$ cat config.mk
export PLATFORM = sky130hd
export DESIGN_NAME = adcsq_top
export DESIGN_NICKNAME = d
export VERILOG_FILES = /design/src/core/adcsq_pkg.sv /design/src/core/adcsq_top.sv
export SDC_FILE = /design/constraint.sdc
export NUM_CORES = 1
export LEC_CHECK = 0
export BUFFER_PORTS_ARGS = -buffer_cell sky130_fd_sc_hd__buf_4
export CORE_UTILIZATION = 55
export CTS_CLUSTER_DIAMETER = 200
export DETAILED_ROUTE_END_ITERATION = 12
export GPL_TIMING_DRIVEN = 0
export PLACE_DENSITY = 0.78
export SLEW_MARGIN = 30
export SYNTH_ARGS = -nofsm -noshare
export SYNTH_HDL_FRONTEND = slang
export SYNTH_SLANG_ARGS = --single-unit
$ cat constraint.sdc
create_clock -name sys_clk -period 7.07 [get_ports sys_clk]
set_input_delay 1.414 -clock sys_clk [delete_from_list [all_inputs] [get_ports sys_clk]]
set_output_delay 1.414 -clock sys_clk [all_outputs]
set_load 0.01 [all_outputs]
$ cat src/core/adcsq_pkg.sv
// constants, types and register map of the converter sequencer
package adcsq_pkg;

   // ------------------------------------------------------------
   // clocking and conversion timing
   // ------------------------------------------------------------
   localparam int unsigned SYS_CLK_HZ = 40_000_000;
   localparam int unsigned CONV_TICKS = 16;    // converter clock periods per conversion

   // ------------------------------------------------------------
   // register word indices (byte address is four times the index)
   // ------------------------------------------------------------
   localparam logic [3:0] A_RES_HIGH  = 4'h0;
   localparam logic [3:0] A_RES_LOW   = 4'h1;
   localparam logic [3:0] A_CTRL0     = 4'h2;
   localparam logic [3:0] A_CTRL1     = 4'h3;
   localparam logic [3:0] A_CTRL2     = 4'h4;
   localparam logic [3:0] A_DELAY     = 4'h5;
   localparam logic [3:0] A_LOB_HIGH  = 4'h6;
   localparam logic [3:0] A_LOB_LOW   = 4'h7;
   localparam logic [3:0] A_HIB_HIGH  = 4'h8;
   localparam logic [3:0] A_HIB_LOW   = 4'h9;
   localparam logic [3:0] A_IRQ_STAT  = 4'ha;
   localparam logic [3:0] A_IRQ_CLR   = 4'hb;
   localparam logic [3:0] A_IRQ_EN    = 4'hc;

   // ------------------------------------------------------------
   // field positions
   // ------------------------------------------------------------
   localparam int unsigned C0_START = 7;
   localparam int unsigned C0_BUSY  = 6;
   localparam int unsigned C0_OFF   = 5;
   localparam int unsigned C0_ALIGN = 4;
   localparam int unsigned C1_SRC   = 7;
   localparam int unsigned C1_DLY   = 6;
   localparam int unsigned C1_PWM_EVENT_SELECT  = 5;
   localparam int unsigned ST_EOC   = 0;
   localparam int unsigned ST_BND   = 1;

   // ------------------------------------------------------------
   // reset values and reserved codes
   // ------------------------------------------------------------
   localparam logic [7:0] CTRL0_RST = 8'h60;
   localparam logic [7:0] CTRL1_RST = 8'h00;
   localparam logic [1:0] CTRL2_RST = 2'h0;
   localparam logic [7:0] DELAY_RST = 8'h00;
   localparam logic [3:0] CH_LAST   = 4'h8;
   localparam logic [2:0] CK_RSVD   = 3'h7;
   localparam logic [1:0] DUTY_RSVD = 2'h3;

   // ------------------------------------------------------------
   // types
   // ------------------------------------------------------------
   typedef struct packed {
      logic       period;   // period event pulse
      logic [2:0] duty;     // duty event pulses, one per channel
   } adcsq_pwm_t;

   typedef enum logic [1:0] {S_IDLE, S_DELAY, S_CONV} adcsq_state_t;

endpackage

$ cat src/core/adcsq_top.sv
// converter sequencer: registers, triggers, clock divider, compare, irq
// What this block does
// - start bit high then low starts conversion
// - start bit high holds converter reset, busy
// - busy flag reads one while converting
// - end clears busy, sets request flag, irq
// - power-off bit, resets to one
// - result byte layout follows alignment select
// - channel code routes inputs, sense at six
// - trigger source: start bit or PWM event
// - PWM event: period or duty
// - duty channel select, code three is two
// - delayed start waits count system clocks
// - boundary mode selects compare condition
// - boundary registers follow result alignment
// - clock code divides system clock by power
// - control two upper bits read zero
// - conversion lasts sixteen converter clock periods
module adcsq_top #(
   parameter int unsigned TICKS = adcsq_pkg::CONV_TICKS
) (
   input  wire  logic                 sys_clk,
   input  wire  logic                 srst,
   input  wire  logic [3:0]           avs_address,
   input  wire  logic                 avs_read,
   input  wire  logic                 avs_write,
   input  wire  logic [31:0]          avs_writedata,
   output logic       [31:0]          avs_readdata,
   output logic                       avs_waitrequest,
   input  wire  adcsq_pkg::adcsq_pwm_t pwm_evt,
   input  wire  logic [11:0]          conv_data,
   output logic [8:0]                 conv_route,
   output logic                       conv_power_off,
   output logic                       conv_reset,
   output logic                       conv_sample,
   output logic                       conv_clk_en,
   output logic                       irq
);

   // ------------------------------------------------------------
   // elaboration check
   // ------------------------------------------------------------
   if (TICKS < 2 || TICKS > 64) begin : g_bad_ticks
      $error("TICKS must lie in 2..64");
   end

   // ------------------------------------------------------------
   // functions
   // ------------------------------------------------------------
   // 12-bit value to high/low byte pair per alignment
   function automatic logic [15:0] align_of(input logic a, input logic [11:0] v);
      align_of = a ? {4'h0, v} : {v, 4'h0};
   endfunction

   // byte write into a 12-bit boundary value
   function automatic logic [11:0] put_byte(input logic a, input logic hi,
                                            input logic [11:0] v, input logic [7:0] d);
      if (hi) begin
         put_byte = a ? {d[3:0], v[7:0]} : {d, v[3:0]};
      end else begin
         put_byte = a ? {v[11:8], d} : {v[11:4], d[7:4]};
      end
   endfunction

   // one-hot input route: 0..5 inputs, 6 sense, 7/8 inputs six/seven
   function automatic logic [8:0] route_of(input logic [3:0] c);
      case (c)
         4'h6:    route_of = 9'h100;
         4'h7:    route_of = 9'h040;
         4'h8:    route_of = 9'h080;
         default: route_of = (c < 4'h6) ? 9'(9'h001 << c) : 9'h000;
      endcase
   endfunction

   // ------------------------------------------------------------
   // state
   // ------------------------------------------------------------
   adcsq_pkg::adcsq_state_t state;
   adcsq_pkg::adcsq_state_t next_state;
   logic        sw_start;
   logic        power_off;
   logic        align;
   logic [3:0]  chan;
   logic        busy;
   logic [7:0]  ctrl1;
   logic [1:0]  duty_sel;
   logic [7:0]  dly;
   logic [11:0] lo_bound;
   logic [11:0] hi_bound;
   logic [11:0] result;
   logic [1:0]  irq_st;
   logic [1:0]  irq_en;
   logic [7:0]  dly_cnt;
   logic [5:0]  div_cnt;
   logic [5:0]  tick;

   // ------------------------------------------------------------
   // bus decode: answer one cycle after the request appears
   // ------------------------------------------------------------
   wire        req      = avs_read | avs_write;
   wire        first    = req & avs_waitrequest;
   wire        acc_wr   = avs_write & ~avs_waitrequest;
   wire [7:0]  wd       = avs_writedata[7:0];
   wire        wr_c0    = acc_wr && avs_address == adcsq_pkg::A_CTRL0;
   wire        next_sw  = wr_c0 ? wd[adcsq_pkg::C0_START] : sw_start;
   wire [15:0] res_pair = align_of(align, result);
   wire [15:0] lo_pair  = align_of(align, lo_bound);
   wire [15:0] hi_pair  = align_of(align, hi_bound);
   wire        busy_rd  = busy | sw_start;

   // ------------------------------------------------------------
   // trigger selection
   // ------------------------------------------------------------
   wire        trig_pwm = ctrl1[adcsq_pkg::C1_SRC];
   wire        dly_en   = ctrl1[adcsq_pkg::C1_DLY];
   wire        use_duty = ctrl1[adcsq_pkg::C1_PWM_EVENT_SELECT];
   wire [1:0]  mode     = ctrl1[4:3];
   wire [2:0]  ck       = ctrl1[2:0];
   wire [1:0]  duty_ix  = (duty_sel == adcsq_pkg::DUTY_RSVD) ? 2'h2 : duty_sel;
   wire        pwm_hit  = trig_pwm && (use_duty ? pwm_evt.duty[duty_ix] : pwm_evt.period);
   wire [7:0]  eff_dly  = dly_en ? dly : 8'h00;
   wire        cfg_ok   = chan <= adcsq_pkg::CH_LAST && ck != adcsq_pkg::CK_RSVD
                          && !power_off;
   wire        sw_go    = wr_c0 && !wd[adcsq_pkg::C0_START] && sw_start && !trig_pwm;
   wire        idle     = state == adcsq_pkg::S_IDLE;
   wire        hw_now   = idle && pwm_hit && !sw_start && eff_dly == 8'h00;
   wire        dly_go   = state == adcsq_pkg::S_DELAY && dly_cnt == 8'h00;
   wire        start_now = cfg_ok && ((idle && (sw_go || hw_now)) || dly_go);

   // ------------------------------------------------------------
   // converter clock divider: pulse every 2^code system clocks
   // ------------------------------------------------------------
   wire [5:0]  div_mask = 6'((7'h01 << ck) - 7'h01);
   wire        adck_en  = (div_cnt & div_mask) == div_mask;
   wire        in_conv  = state == adcsq_pkg::S_CONV;
   wire        conv_end = in_conv && adck_en && tick == 6'(TICKS - 1);

   // ------------------------------------------------------------
   // window compare of the fresh sample
   // ------------------------------------------------------------
   wire        lo_hit   = conv_data <= lo_bound;
   wire        hi_hit   = conv_data >= hi_bound;
   logic       bnd_hit;
   always_comb begin
      case (mode)
         2'b00:   bnd_hit = !lo_hit && !hi_hit;
         2'b01:   bnd_hit = lo_hit;
         2'b10:   bnd_hit = hi_hit;
         default: bnd_hit = lo_hit || hi_hit;
      endcase
   end

   wire [1:0]  st_set   = {conv_end && bnd_hit, conv_end};
   wire        clr_wr   = acc_wr && avs_address == adcsq_pkg::A_IRQ_CLR;
   // set wins over a clear in the same cycle
   wire [1:0]  next_st  = st_set | (irq_st & ~(clr_wr ? wd[1:0] : 2'b00));

   // ------------------------------------------------------------
   // sequencer next state
   // ------------------------------------------------------------
   always_comb begin
      next_state = state;
      case (state)
         adcsq_pkg::S_IDLE: begin
            if (start_now) begin
               next_state = adcsq_pkg::S_CONV;
            end else if (pwm_hit && !sw_start && cfg_ok) begin
               next_state = adcsq_pkg::S_DELAY;
            end
         end
         adcsq_pkg::S_DELAY: begin
            if (!cfg_ok) begin
               next_state = adcsq_pkg::S_IDLE;
            end else if (dly_go) begin
               next_state = adcsq_pkg::S_CONV;
            end
         end
         adcsq_pkg::S_CONV: begin
            if (conv_end) begin
               next_state = adcsq_pkg::S_IDLE;
            end
         end
         default: next_state = adcsq_pkg::S_IDLE;
      endcase
      if (next_sw) begin
         next_state = adcsq_pkg::S_IDLE;
      end
   end

   // ------------------------------------------------------------
   // read mux
   // ------------------------------------------------------------
   logic [7:0] rd_val;
   always_comb begin
      case (avs_address)
         adcsq_pkg::A_RES_HIGH: rd_val = res_pair[15:8];
         adcsq_pkg::A_RES_LOW:  rd_val = res_pair[7:0];
         adcsq_pkg::A_CTRL0:    rd_val = {sw_start, busy_rd, power_off, align, chan};
         adcsq_pkg::A_CTRL1:    rd_val = ctrl1;
         adcsq_pkg::A_CTRL2:    rd_val = {6'h00, duty_sel};
         adcsq_pkg::A_DELAY:    rd_val = dly;
         adcsq_pkg::A_LOB_HIGH: rd_val = lo_pair[15:8];
         adcsq_pkg::A_LOB_LOW:  rd_val = lo_pair[7:0];
         adcsq_pkg::A_HIB_HIGH: rd_val = hi_pair[15:8];
         adcsq_pkg::A_HIB_LOW:  rd_val = hi_pair[7:0];
         adcsq_pkg::A_IRQ_STAT: rd_val = {6'h00, irq_st};
         adcsq_pkg::A_IRQ_EN:   rd_val = {6'h00, irq_en};
         default:               rd_val = 8'h00;  // unmapped and clear reg read zero
      endcase
   end

   // ------------------------------------------------------------
   // bus handshake
   // ------------------------------------------------------------
   always_ff @(posedge sys_clk) begin
      if (srst) begin
         avs_waitrequest <= 1'b1;
         avs_readdata    <= 32'h0000_0000;
      end else begin
         avs_waitrequest <= ~first;
         if (first) begin
            avs_readdata <= {24'h00_0000, rd_val};
         end
      end
   end

   // ------------------------------------------------------------
   // software registers
   // ------------------------------------------------------------
   always_ff @(posedge sys_clk) begin
      if (srst) begin
         sw_start  <= adcsq_pkg::CTRL0_RST[adcsq_pkg::C0_START];
         power_off <= adcsq_pkg::CTRL0_RST[adcsq_pkg::C0_OFF];
         align     <= adcsq_pkg::CTRL0_RST[adcsq_pkg::C0_ALIGN];
         chan      <= adcsq_pkg::CTRL0_RST[3:0];
         ctrl1     <= adcsq_pkg::CTRL1_RST;
         duty_sel  <= adcsq_pkg::CTRL2_RST;
         dly       <= adcsq_pkg::DELAY_RST;
         lo_bound  <= 12'h000;
         hi_bound  <= 12'h000;
         irq_en    <= 2'b00;
      end else begin
         sw_start <= next_sw;
         if (wr_c0) begin
            power_off <= wd[adcsq_pkg::C0_OFF];
            align     <= wd[adcsq_pkg::C0_ALIGN];
            chan      <= wd[3:0];
         end
         if (acc_wr) begin
            case (avs_address)
               adcsq_pkg::A_CTRL1:    ctrl1    <= wd;
               adcsq_pkg::A_CTRL2:    duty_sel <= wd[1:0];
               adcsq_pkg::A_DELAY:    dly      <= wd;
               adcsq_pkg::A_LOB_HIGH: lo_bound <= put_byte(align, 1'b1, lo_bound, wd);
               adcsq_pkg::A_LOB_LOW:  lo_bound <= put_byte(align, 1'b0, lo_bound, wd);
               adcsq_pkg::A_HIB_HIGH: hi_bound <= put_byte(align, 1'b1, hi_bound, wd);
               adcsq_pkg::A_HIB_LOW:  hi_bound <= put_byte(align, 1'b0, hi_bound, wd);
               adcsq_pkg::A_IRQ_EN:   irq_en   <= wd[1:0];
               default: ;
            endcase
         end
      end
   end

   // ------------------------------------------------------------
   // sequencer, delay counter, divider, conversion ticks
   // ------------------------------------------------------------
   always_ff @(posedge sys_clk) begin
      if (srst) begin
         state   <= adcsq_pkg::S_IDLE;
         dly_cnt <= 8'h00;
         div_cnt <= 6'h00;
         tick    <= 6'h00;
      end else begin
         state   <= next_state;
         div_cnt <= start_now ? 6'h00 : div_cnt + 6'h01;  // phase restarts per conversion
         if (idle && pwm_hit) begin
            dly_cnt <= eff_dly - 8'h01;
         end else if (dly_cnt != 8'h00) begin
            dly_cnt <= dly_cnt - 8'h01;
         end
         if (start_now || !in_conv) begin
            tick <= 6'h00;
         end else if (adck_en) begin
            tick <= tick + 6'h01;
         end
      end
   end

   // ------------------------------------------------------------
   // busy flag, result capture, interrupt status
   // ------------------------------------------------------------
   // busy resets high: nothing has been converted yet
   always_ff @(posedge sys_clk) begin
      if (srst) begin
         busy   <= adcsq_pkg::CTRL0_RST[adcsq_pkg::C0_BUSY];
         result <= 12'h000;
         irq_st <= 2'b00;
      end else begin
         irq_st <= next_st;
         if (next_sw || start_now) begin
            busy <= 1'b1;
         end else if (conv_end) begin
            busy <= 1'b0;
         end
         if (conv_end) begin
            result <= conv_data;
         end
      end
   end

   // ------------------------------------------------------------
   // converter-facing outputs, all registered
   // ------------------------------------------------------------
   always_ff @(posedge sys_clk) begin
      if (srst) begin
         conv_route     <= 9'h001;
         conv_power_off <= 1'b1;
         conv_reset     <= 1'b0;
         conv_sample    <= 1'b0;
         conv_clk_en    <= 1'b0;
         irq            <= 1'b0;
      end else begin
         conv_route     <= route_of(chan);
         conv_power_off <= power_off;
         conv_reset     <= next_sw;
         conv_sample    <= start_now;
         conv_clk_en    <= in_conv && adck_en;
         irq            <= |(next_st & irq_en);
      end
   end
endmodule

; Yosys cells after proc, flatten, opt, wreduce, memory -nomap -nowiden
; Cells that the tools add are included.
[word_totals]
word_cells = 168
inputBits = 56
ff_bits = 110
output_inout_bits = 47
[op_classes]
n_reduce_logical = 57
eq_ne = 30
n_shift = 2
n_bitwise = 15
add_sub_neg = 5
muxes = 26
magnitude_cmp = 5
[ops]
columns = cell, n
row1 = $pmux W8 S12, 1
row2 = $mux W16, 3
row3 = $pmux W12 S2, 2
row4 = $mux W8, 4
row5 = $pmux W9 S3, 1
row6 = $eq A4 B3 Y1 const B, 6
row7 = $eq A4 B4 Y1 const B, 6
row8 = $logic_and A1 B1 Y1, 20
row9 = $logic_not A8 Y1, 2
row10 = $sub A8 B1 Y8 const B, 2
row11 = $reduce_and A3 Y1, 5
row12 = $mux W2, 7
row13 = $add A6 B1 Y6 const B, 2
row14 = $ge A12 B12 Y1, 1
row15 = $le A12 B12 Y1, 1
row16 = $mux W12, 1
row17 = $reduce_or A2 Y1, 5
row18 = $mux W9, 1
row19 = $shl A1 B4 Y9 const A, 1
row20 = $eq A4 B2 Y1 const B, 2
row21 = $ne A2 B2 Y1 const B, 4
row22 = $reduce_and A2 Y1, 4
row23 = $reduce_and A4 Y1, 2
row24 = $reduce_bool A8 Y1, 1
row25 = 29 further kinds, 56

; Depth between registers and ports, before layout
; Gate-level depths: netlist (run 1).
[logic_depth]
depth_word = 15
ltp_mapped = 12
depth_no_buf = 10

; Worst setup path before layout (run 1)
; No wires, ideal clock.
[synth_path]
kind = input -> register
from = input conv_data[0]
to = register irq
stages = 8
path_buffers = 0
t_required_ps = 6974
arrival_ps = 3131
setup_slack_ps = 3843
path_cell_list = inv_1 > ha_1 > nand2b_1 > a2111o_1 > a211o_1 > a2111oi_4 > a211oi_2 > o41ai_2
[synth_between]
elab_chain_cells = 8
[synth_rtl]
columns = item, line_no
row1 = "start, declared", adcsq_top.sv:31  ; input wire logic [11:0] conv_data,
row2 = $le A12 B12 Y1 / $ge A12 B12 Y1 (equally long branches), "adcsq_top.sv:141, adcsq_top.sv:142"
row3 = $logic_not A1 Y1, adcsq_top.sv:146  ; 2'b00: bnd_hit = !lo_hit && !hi_hit;
row4 = $logic_and A1 B1 Y1, adcsq_top.sv:146
row5 = $pmux W1 S3 (*), adcsq_top.sv:145  ; case (mode)
row6 = $logic_and A1 B1 Y1 (*), adcsq_top.sv:153  ; wire [1:0] st_set = {conv_end && bnd_hit, conv_end};
row7 = $or A2 B2 Y2 (*), adcsq_top.sv:156  ; wire [1:0] next_st = st_set | (irq_st & ~(clr_wr ? wd[1:0] : 2'b00));
row8 = $and A2 B2 Y2 (*), adcsq_top.sv:329  ; irq <= |(next_st & irq_en);
row9 = $reduce_or A2 Y1 (*), adcsq_top.sv:329
row10 = "end signal, assigned", adcsq_top.sv:329
row11 = "end, declared", adcsq_top.sv:37  ; output logic irq
; Every way passes the cells marked *; elsewhere a longest branch is shown, timed or not.
; A chain may end at the register's enable or synchronous reset.

; Worst setup path after layout (run 1)
; Same ends and word-level chain as after synthesis.

==> flow_summary.yaml, run 1 <==
worst_setup_path:
  crit_chain: "buf_4, inv_1, ha_1, nand2b_1, a2111o_1, a211o_1, a32o_1, a211oi_2, o41ai_2"
  slowest_stage: "a211oi_2"
  path_class: "primary input to flip-flop"
  start_kind: "primary input"
  cpPeakStageDelay_ns: 0.41
  crit_start: "conv_data[0]"
  worstPathRequired_ns: 7.30
  r2r_slack_ns: 4.32
  critPathCaptureType: "flip-flop"
  cp_max_fo: 2
  crit_arrival_ns: 3.47
  r2r-start: "ctrl1[0]$_SDFFE_PP0P_"
clock_network:
  numCtsBuffers: 9
  cts_root_buffer: "clkbuf_16"
  cts_tree: "yes"
  cts_resized: 0
  post-cts-setup-buffers: 0
  clk_pin_slew_ns: 0.07
  ctsHtreeMaxLevel: 3
  cts_hold_buf: 0
  cts.path.max_buffers: 2
  numClockSinks: 110
  insertion_delay_ns: 0.37
placement:
  place_worst_setup_slack_ns: 3.490
  dpl_cell_area_um2: 6899
  dp_hpwl_mm: 14.85
  dp.cells: 982
  place_congestion: 1.005
  port_buffers: 50
hold_path:
  hp-start: "avs_readdata[4]$_SDFFE_PP0P_"
  hold_class: "flip-flop to flip-flop"
timing:
  setup_viol: 0
  fin_ws_ns: 3.828
  max_clock_freq_ghz: 0.3085
  final_max_slew_viol_count: 0
  hold_viol_final: 0
  tns_ns: 0
  tightest_slew_ns: 0.8528
  timing.final.crit_period_ns: 3.242
  slew_headroom: 0.4262
  whs_ns: 0.4613
  rsz0062_at_grt: "no"
  timing.final.crit_share: 0.4585
  finClkSkew_ns: 0.01066
layout:
  final_util: 0.6576
  area_growth_pct: 15.32
  fill_cells: 986
  drive_gt1_frac: 0.1655
  diodes: 0
  instances_no_fill: 998
  fin_nets: 937
  fin_area_um2: 7222
synthesis:
  ys_ff_latch: 110
  synthCells: 769
  yosysUniqueCellTypes: 77
  yosys.area.top_type_share: 0.3516
  synthTopCellsByCount: "110 x dfxtp_1, 92 x nand2_1, 72 x nor2_1, 70 x a21oi_1, 37 x nand3_1"
  ys_warn_count: 0
  synth_edf_count: 0
  synth_area_leader_cell: "dfxtp_1"
  avgSynthCellArea_um2: 8.143
  synth_area_leaders: "dfxtp_1 35%, a21oi_1 5.6%, ha_1 5.6%, nand2_1 5.5%, nor2_1 4.3%"
  yosysSeqAreaShare: 0.3516
  netlist_area_um2: 6262
  yosysMostFrequentCell: "dfxtp_1"
  synth_top_flop_cell: "dfxtp_1"
  synth-async-reset-ratio: 0
routing:
  drc: 0
  via_per_inst: 6.145
  firstDrtPassIters: 6
  detail-route-antenna-nets: 0
  wire_per_inst_um: 19.33
  initialDrtViolationCount: 662
  num_vias: 6133
  drt_wl_total_mm: 19.30
power_and_ir_drop:
  power_frac_clock: 0.391
  finalPower_mw: 1.421
  power_density_nw_per_um2: 196.7
  comb_power_share: 0.149
  ir_worst_vdd_uv: 248.1
  p_sw_frac: 0.2707
  power.leakage_nw: 2.722
  power.share.sequential: 0.460
  p_sw_mw: 0.3846
  p_int_mw: 1.036
run:
  drv_cap: 0
grt:
  antenna_found_initial: 1
  grt.overflow.total: 0
  grt_pass1_wl_mm: 29.46
  first_global_vias: 5510
  grt_max_degree: 19
  track_usage: 0.3347
floorplan:
  start_util: 0.5702
  die_h_um: 108.7
  fp.dieW_um: 108.7
  ioPinCount: 103
  row_count: 38
  core_area_um2: 10980
  design.die.area_um2: 11820
outcome:
  outcome: "finished, final reports clean"
-- worst paths after layout --
kind                                       end  cells after the start
hold reg to reg   avs_readdata[4]$_SDFFE_PP0P_                      2
setup / recovery                irq$_SDFF_PP0_                      9
hold / removal    avs_readdata[4]$_SDFFE_PP0P_                      2
setup reg to reg        result[3]$_SDFFE_PP0P_                      9
-- area by class of cell --
type | instances | area, µm² | share of cell area
Clock inverter | 7 | 97.59 | 0.01351
Multi-Input combinational cell | 577 | 3625 | 0.5019
Timing Repair Buffer | 50 | 375.4 | 0.05198
Clock buffer | 9 | 225.2 | 0.03119
Inverter | 36 | 135.1 | 0.01871
Buffer | 69 | 386.6 | 0.05353
Tap cell | 140 | 175.2 | 0.02426
Sequential cell | 110 | 2202 | 0.3049
-- cells by family (layout without fill, tap and decap cells) --
family,after synthesis,count (layout),share of synthesized area
simple gates,291,291,0.2312
mux,25,25,0.04156
buf+inv,105,171,0.08332
xor+xnor,13,13,0.01818
flops,110,110,0.3516
fa+ha+maj,29,29,0.05754
other cells,1,24,0.0005988
compound gates,195,195,0.2160
-- flip-flops by register name (all words and copies together), names as in the netlist, 2 cells and up --
register	cells
hi_bound	12
result	12
irq_st	2
chan	4
dly	8
div_cnt	6
tick	6
avs_readdata	8
duty_sel	2
conv_route	9
lo_bound	12
irq_en	2
dly_cnt	8
state	2
ctrl1	8
-- metal layers --
layer | track usage | share of wire | up-vias
met5 | 0 | 0 | -
met4 | 0.1187 | 0.024 | 0
met3 | 0.07352 | 0.11 | 38
met2 | 0.5235 | 0.45 | 344
met1 | 0.4524 | 0.42 | 2870
li1 | - | - | 2881
-- worst max-delay path: cells and delay by family --
kind                       cells  cell delay [ns]
and+or+nand+nor                1             0.14
adders and majority gates      1             0.22
buffers and inverters          2             0.18
AOI/OAI and AO/OA              5             1.50
-- power groups by stage --
stage / sequential, mW / clock, mW / combinational (mW)
finish: 0.653 / 0.556 / 0.212
detailed placement: 0.666 / 0 / 0.205
global placement: 0.665 / 0 / 0.200
floorplan: 0.661 / 0 / 0.147
global route: 0.655 / 0.585 / 0.230
CTS: 0.652 / 0.559 / 0.206
-- cell usage in the layout (no fill, tap or decap), types with 3 or more instances in the layout --
cell type and count:
a211oi_1 26, a21oi_1 70, a221oi_1 8, a222oi_1 4
a22oi_1 15, a311oi_1 3, a32oi_1 4, and2_1 7
and3_1 6, and4bb_2 3, buf_1 3, buf_2 15
buf_4 75, clkbuf_1 24, clkbuf_16 9, conb_1 24
dfxtp_1 110, ha_1 28, inv_1 36, mux2_2 8
mux2i_1 17, nand2_1 92, nand2b_1 10, nand3_1 37
nand4_1 5, nor2_1 72, nor2b_1 8, nor3_1 14
nor4_1 4, nor4b_2 3, o2111ai_1 3, o21ai_0 21
o21ai_1 4, o31ai_1 5, or3_1 8, xnor2_1 9
xor2_1 4
Note: power is estimated with default switching activity, not from simulation.
==> run 2, diff against run 1 <==
--- a/config.mk
+++ b/config.mk
@@ -6,11 +6,11 @@
 export NUM_CORES = 1
 export LEC_CHECK = 0
 export BUFFER_PORTS_ARGS = -buffer_cell sky130_fd_sc_hd__buf_4
-export CORE_UTILIZATION = 55
+export CORE_UTILIZATION = 52
 export CTS_CLUSTER_DIAMETER = 200
 export DETAILED_ROUTE_END_ITERATION = 12
 export GPL_TIMING_DRIVEN = 0
-export PLACE_DENSITY = 0.78
+export PLACE_DENSITY = 0.77
 export SLEW_MARGIN = 30
 export SYNTH_ARGS = -nofsm -noshare
 export SYNTH_HDL_FRONTEND = slang
==> constraint.sdc (replaced) <==
create_clock -name sys_clk -period 2.6 [get_ports sys_clk]
set_input_delay 0.52 -clock sys_clk [delete_from_list [all_inputs] [get_ports sys_clk]]
set_output_delay 0.52 -clock sys_clk [all_outputs]
set_load 0.01 [all_outputs]
==> flow_summary.yaml, run 2 (synthesis results as in run 1) <==
worst_setup_path:
  crit_arrival_ns: 2.76
  critPathCaptureType: "flip-flop"
  start_kind: "flip-flop"
  worstPathRequired_ns: 2.86
  path_class: "flip-flop to flip-flop"
  crit_family: "simple AND/OR/NAND/NOR gates"
  crit_buf_inv: 3
  rr_endpoint: "irq_st[1]$_SDFF_PP0_"
  cp_common_cell: "buf_6"
  reg2reg_depth: 10
  r2r-start: "ctrl1[2]$_SDFFE_PP0P_"
  r2r_slack_ns: 0.11
  cp_max_fo: 10
  crit_start: "ctrl1[2]$_SDFFE_PP0P_"
  cp.depth: 10
  slowest_stage: "or3_1"
  cpPeakStageDelay_ns: 0.39
  endpoint: "irq_st[1]$_SDFF_PP0_"
  crit_chain: "buf_2, or3_4, ha_4, and2_1, o21ai_2, a21oi_4, or3_1, buf_6, buf_6, o31ai_2"
grt:
  first_global_vias: 5669
  grt.overflow.total: 0
  track_usage: 0.3138
  antenna_found_initial: 0
  grt_max_degree: 17
  grt_pass1_wl_mm: 30.08
floorplan:
  design.die.area_um2: 12490
  core_area_um2: 11560
  row_count: 39
  start_util: 0.5415
  ioPinCount: 103
  die_h_um: 111.7
  fp.dieW_um: 111.7
layout:
  drive_gt1_frac: 0.1711
  fin_nets: 939
  top_regs: "hi_bound x12, lo_bound x12, result x12"
  final_common_cell: "dfxtp_1"
  area_growth_pct: 16.02
  fill_cells: 1046
  layout_common_cells: "109 x dfxtp_1, 92 x nand2_1, 77 x buf_4"
  instances_no_fill: 1002
  fin_area_um2: 7266
  final_util: 0.6283
  diodes: 0
timing:
  timing.final.crit_period_ns: 2.495
  tightest_slew_ns: 0.8478
  final_max_slew_viol_count: 0
  fin_ws_ns: 0.1054
  timing.final.crit_share: 0.9595
  hold_viol_final: 0
  rsz0062_at_grt: "no"
  slew_headroom: 0.4296
  setup_viol: 0
  finClkSkew_ns: 0.01028
  max_clock_freq_ghz: 0.4009
power_and_ir_drop:
  power.leakage_nw: 2.704
  ir_worst_vdd_uv: 423.4
  power_density_nw_per_um2: 503.0
clock_network:
  ctsHtreeMaxLevel: 3
  cts_tree: "yes"
  numCtsBuffers: 9
  cts_root_buffer: "clkbuf_16"
  clk_pin_slew_ns: 0.07
  insertion_delay_ns: 0.35
  cts.path.max_buffers: 2
  numClockSinks: 110
outcome:
  outcome: "finished, violations left"
  violations: "DRC"
routing:
  via_per_inst: 6.037
  firstDrtPassIters: 9
  detail-route-antenna-nets: 0
  drc: 11
  num_vias: 6049
  drt_wl_total_mm: 19.16
  initialDrtViolationCount: 658
  wire_per_inst_um: 19.12
placement:
  dpl_cell_area_um2: 6903
  dp_hpwl_mm: 14.63
  port_buffers: 50
  place_worst_setup_slack_ns: -0.08703
  place_congestion: 0.9469
  dp.cells: 985
hold_path:
  hold_class: "primary input to flip-flop"
run:
  drv_cap: 0
[run 2: changes by cell type in the layout (fill, tap and decap cells not counted), moves of 2 or more]
cell       delta
buf_4         +2
clkinv_2      -2
o211ai_2      -2
bufinv_16     -2
clkbuf_1      +3
o211ai_4      +2
[run 2: layout make-up]
class / instances / area, µm² / share of cell area
inverter: 36 / 135.1 / 0.01860
sequential: 110 / 2203 / 0.3033
multi-input combinational: 577 / 3699 / 0.5090
buffer: 68 / 385.4 / 0.05304
tap: 143 / 178.9 / 0.02463
clock inverter: 2 / 16.27 / 0.002239
clock buffer: 13 / 250.2 / 0.03444
timing repair buffer: 53 / 397.9 / 0.05476
[run 2: worst register-to-register path, stage by stage, from the launching register on]
cell and delay (ns):
dfxtp_1 0.30, buf_2 0.19, or3_4 0.36, ha_4 0.19
and2_1 0.16, o21ai_2 0.19, a21oi_4 0.10, or3_1 0.39
buf_6 0.17, buf_6 0.15, o31ai_2 0.21
[run 2: repair_timing]
action,in CTS,in global routing
hold buffers,0,0
pin swaps,1,3
buffers inserted,0,3
gates resized for setup,4,9
endpoints found under the setup margin,11,17
[run 2: metal layers]
metal | GRT usage | wire length (µm)
met5 | 0 | 0
met4 | 0.1108 | 418
met3 | 0.06641 | 1840
met2 | 0.4882 | 8522
met1 | 0.4292 | 8375
[run 2: where the power goes]
group | switching [mW] | internal [mW]
clock network | 0.631 | 0.677
logic | 0.336 | 0.237
registers | 0.0409 | 1.73
[run 2: worst min-delay path by stage]
stage / from / to / slack [ns] / cells past startpoint
after floorplan: busy$_SDFFE_PP1P_ / busy$_SDFFE_PP1P_ / 0.43 / 2
after global placement: avs_readdata[1]$_SDFFE_PP0P_ / avs_readdata[1]$_SDFFE_PP0P_ / 0.44 / 2
final: conv_data[0] / result[0]$_SDFFE_PP0P_ / 0.43 / 3
after CTS: conv_data[0] / result[0]$_SDFFE_PP0P_ / 0.43 / 3
after detailed placement: avs_readdata[1]$_SDFFE_PP0P_ / avs_readdata[1]$_SDFFE_PP0P_ / 0.45 / 2
after global routing: conv_data[7] / result[7]$_SDFFE_PP0P_ / 0.44 / 3
[run 2: metrics by stage]
stage / setup TNS, ns / total power, mW / hold WS (ns)
after floorplan: 0 / 2.199 / 0.4333
after global placement: -0.1550 / 2.348 / 0.4413
after detailed placement: -0.3539 / 2.366 / 0.4469
after CTS: 0 / 3.636 / 0.4308
after global routing: 0 / 3.783 / 0.4378
final: 0 / 3.655 / 0.4308
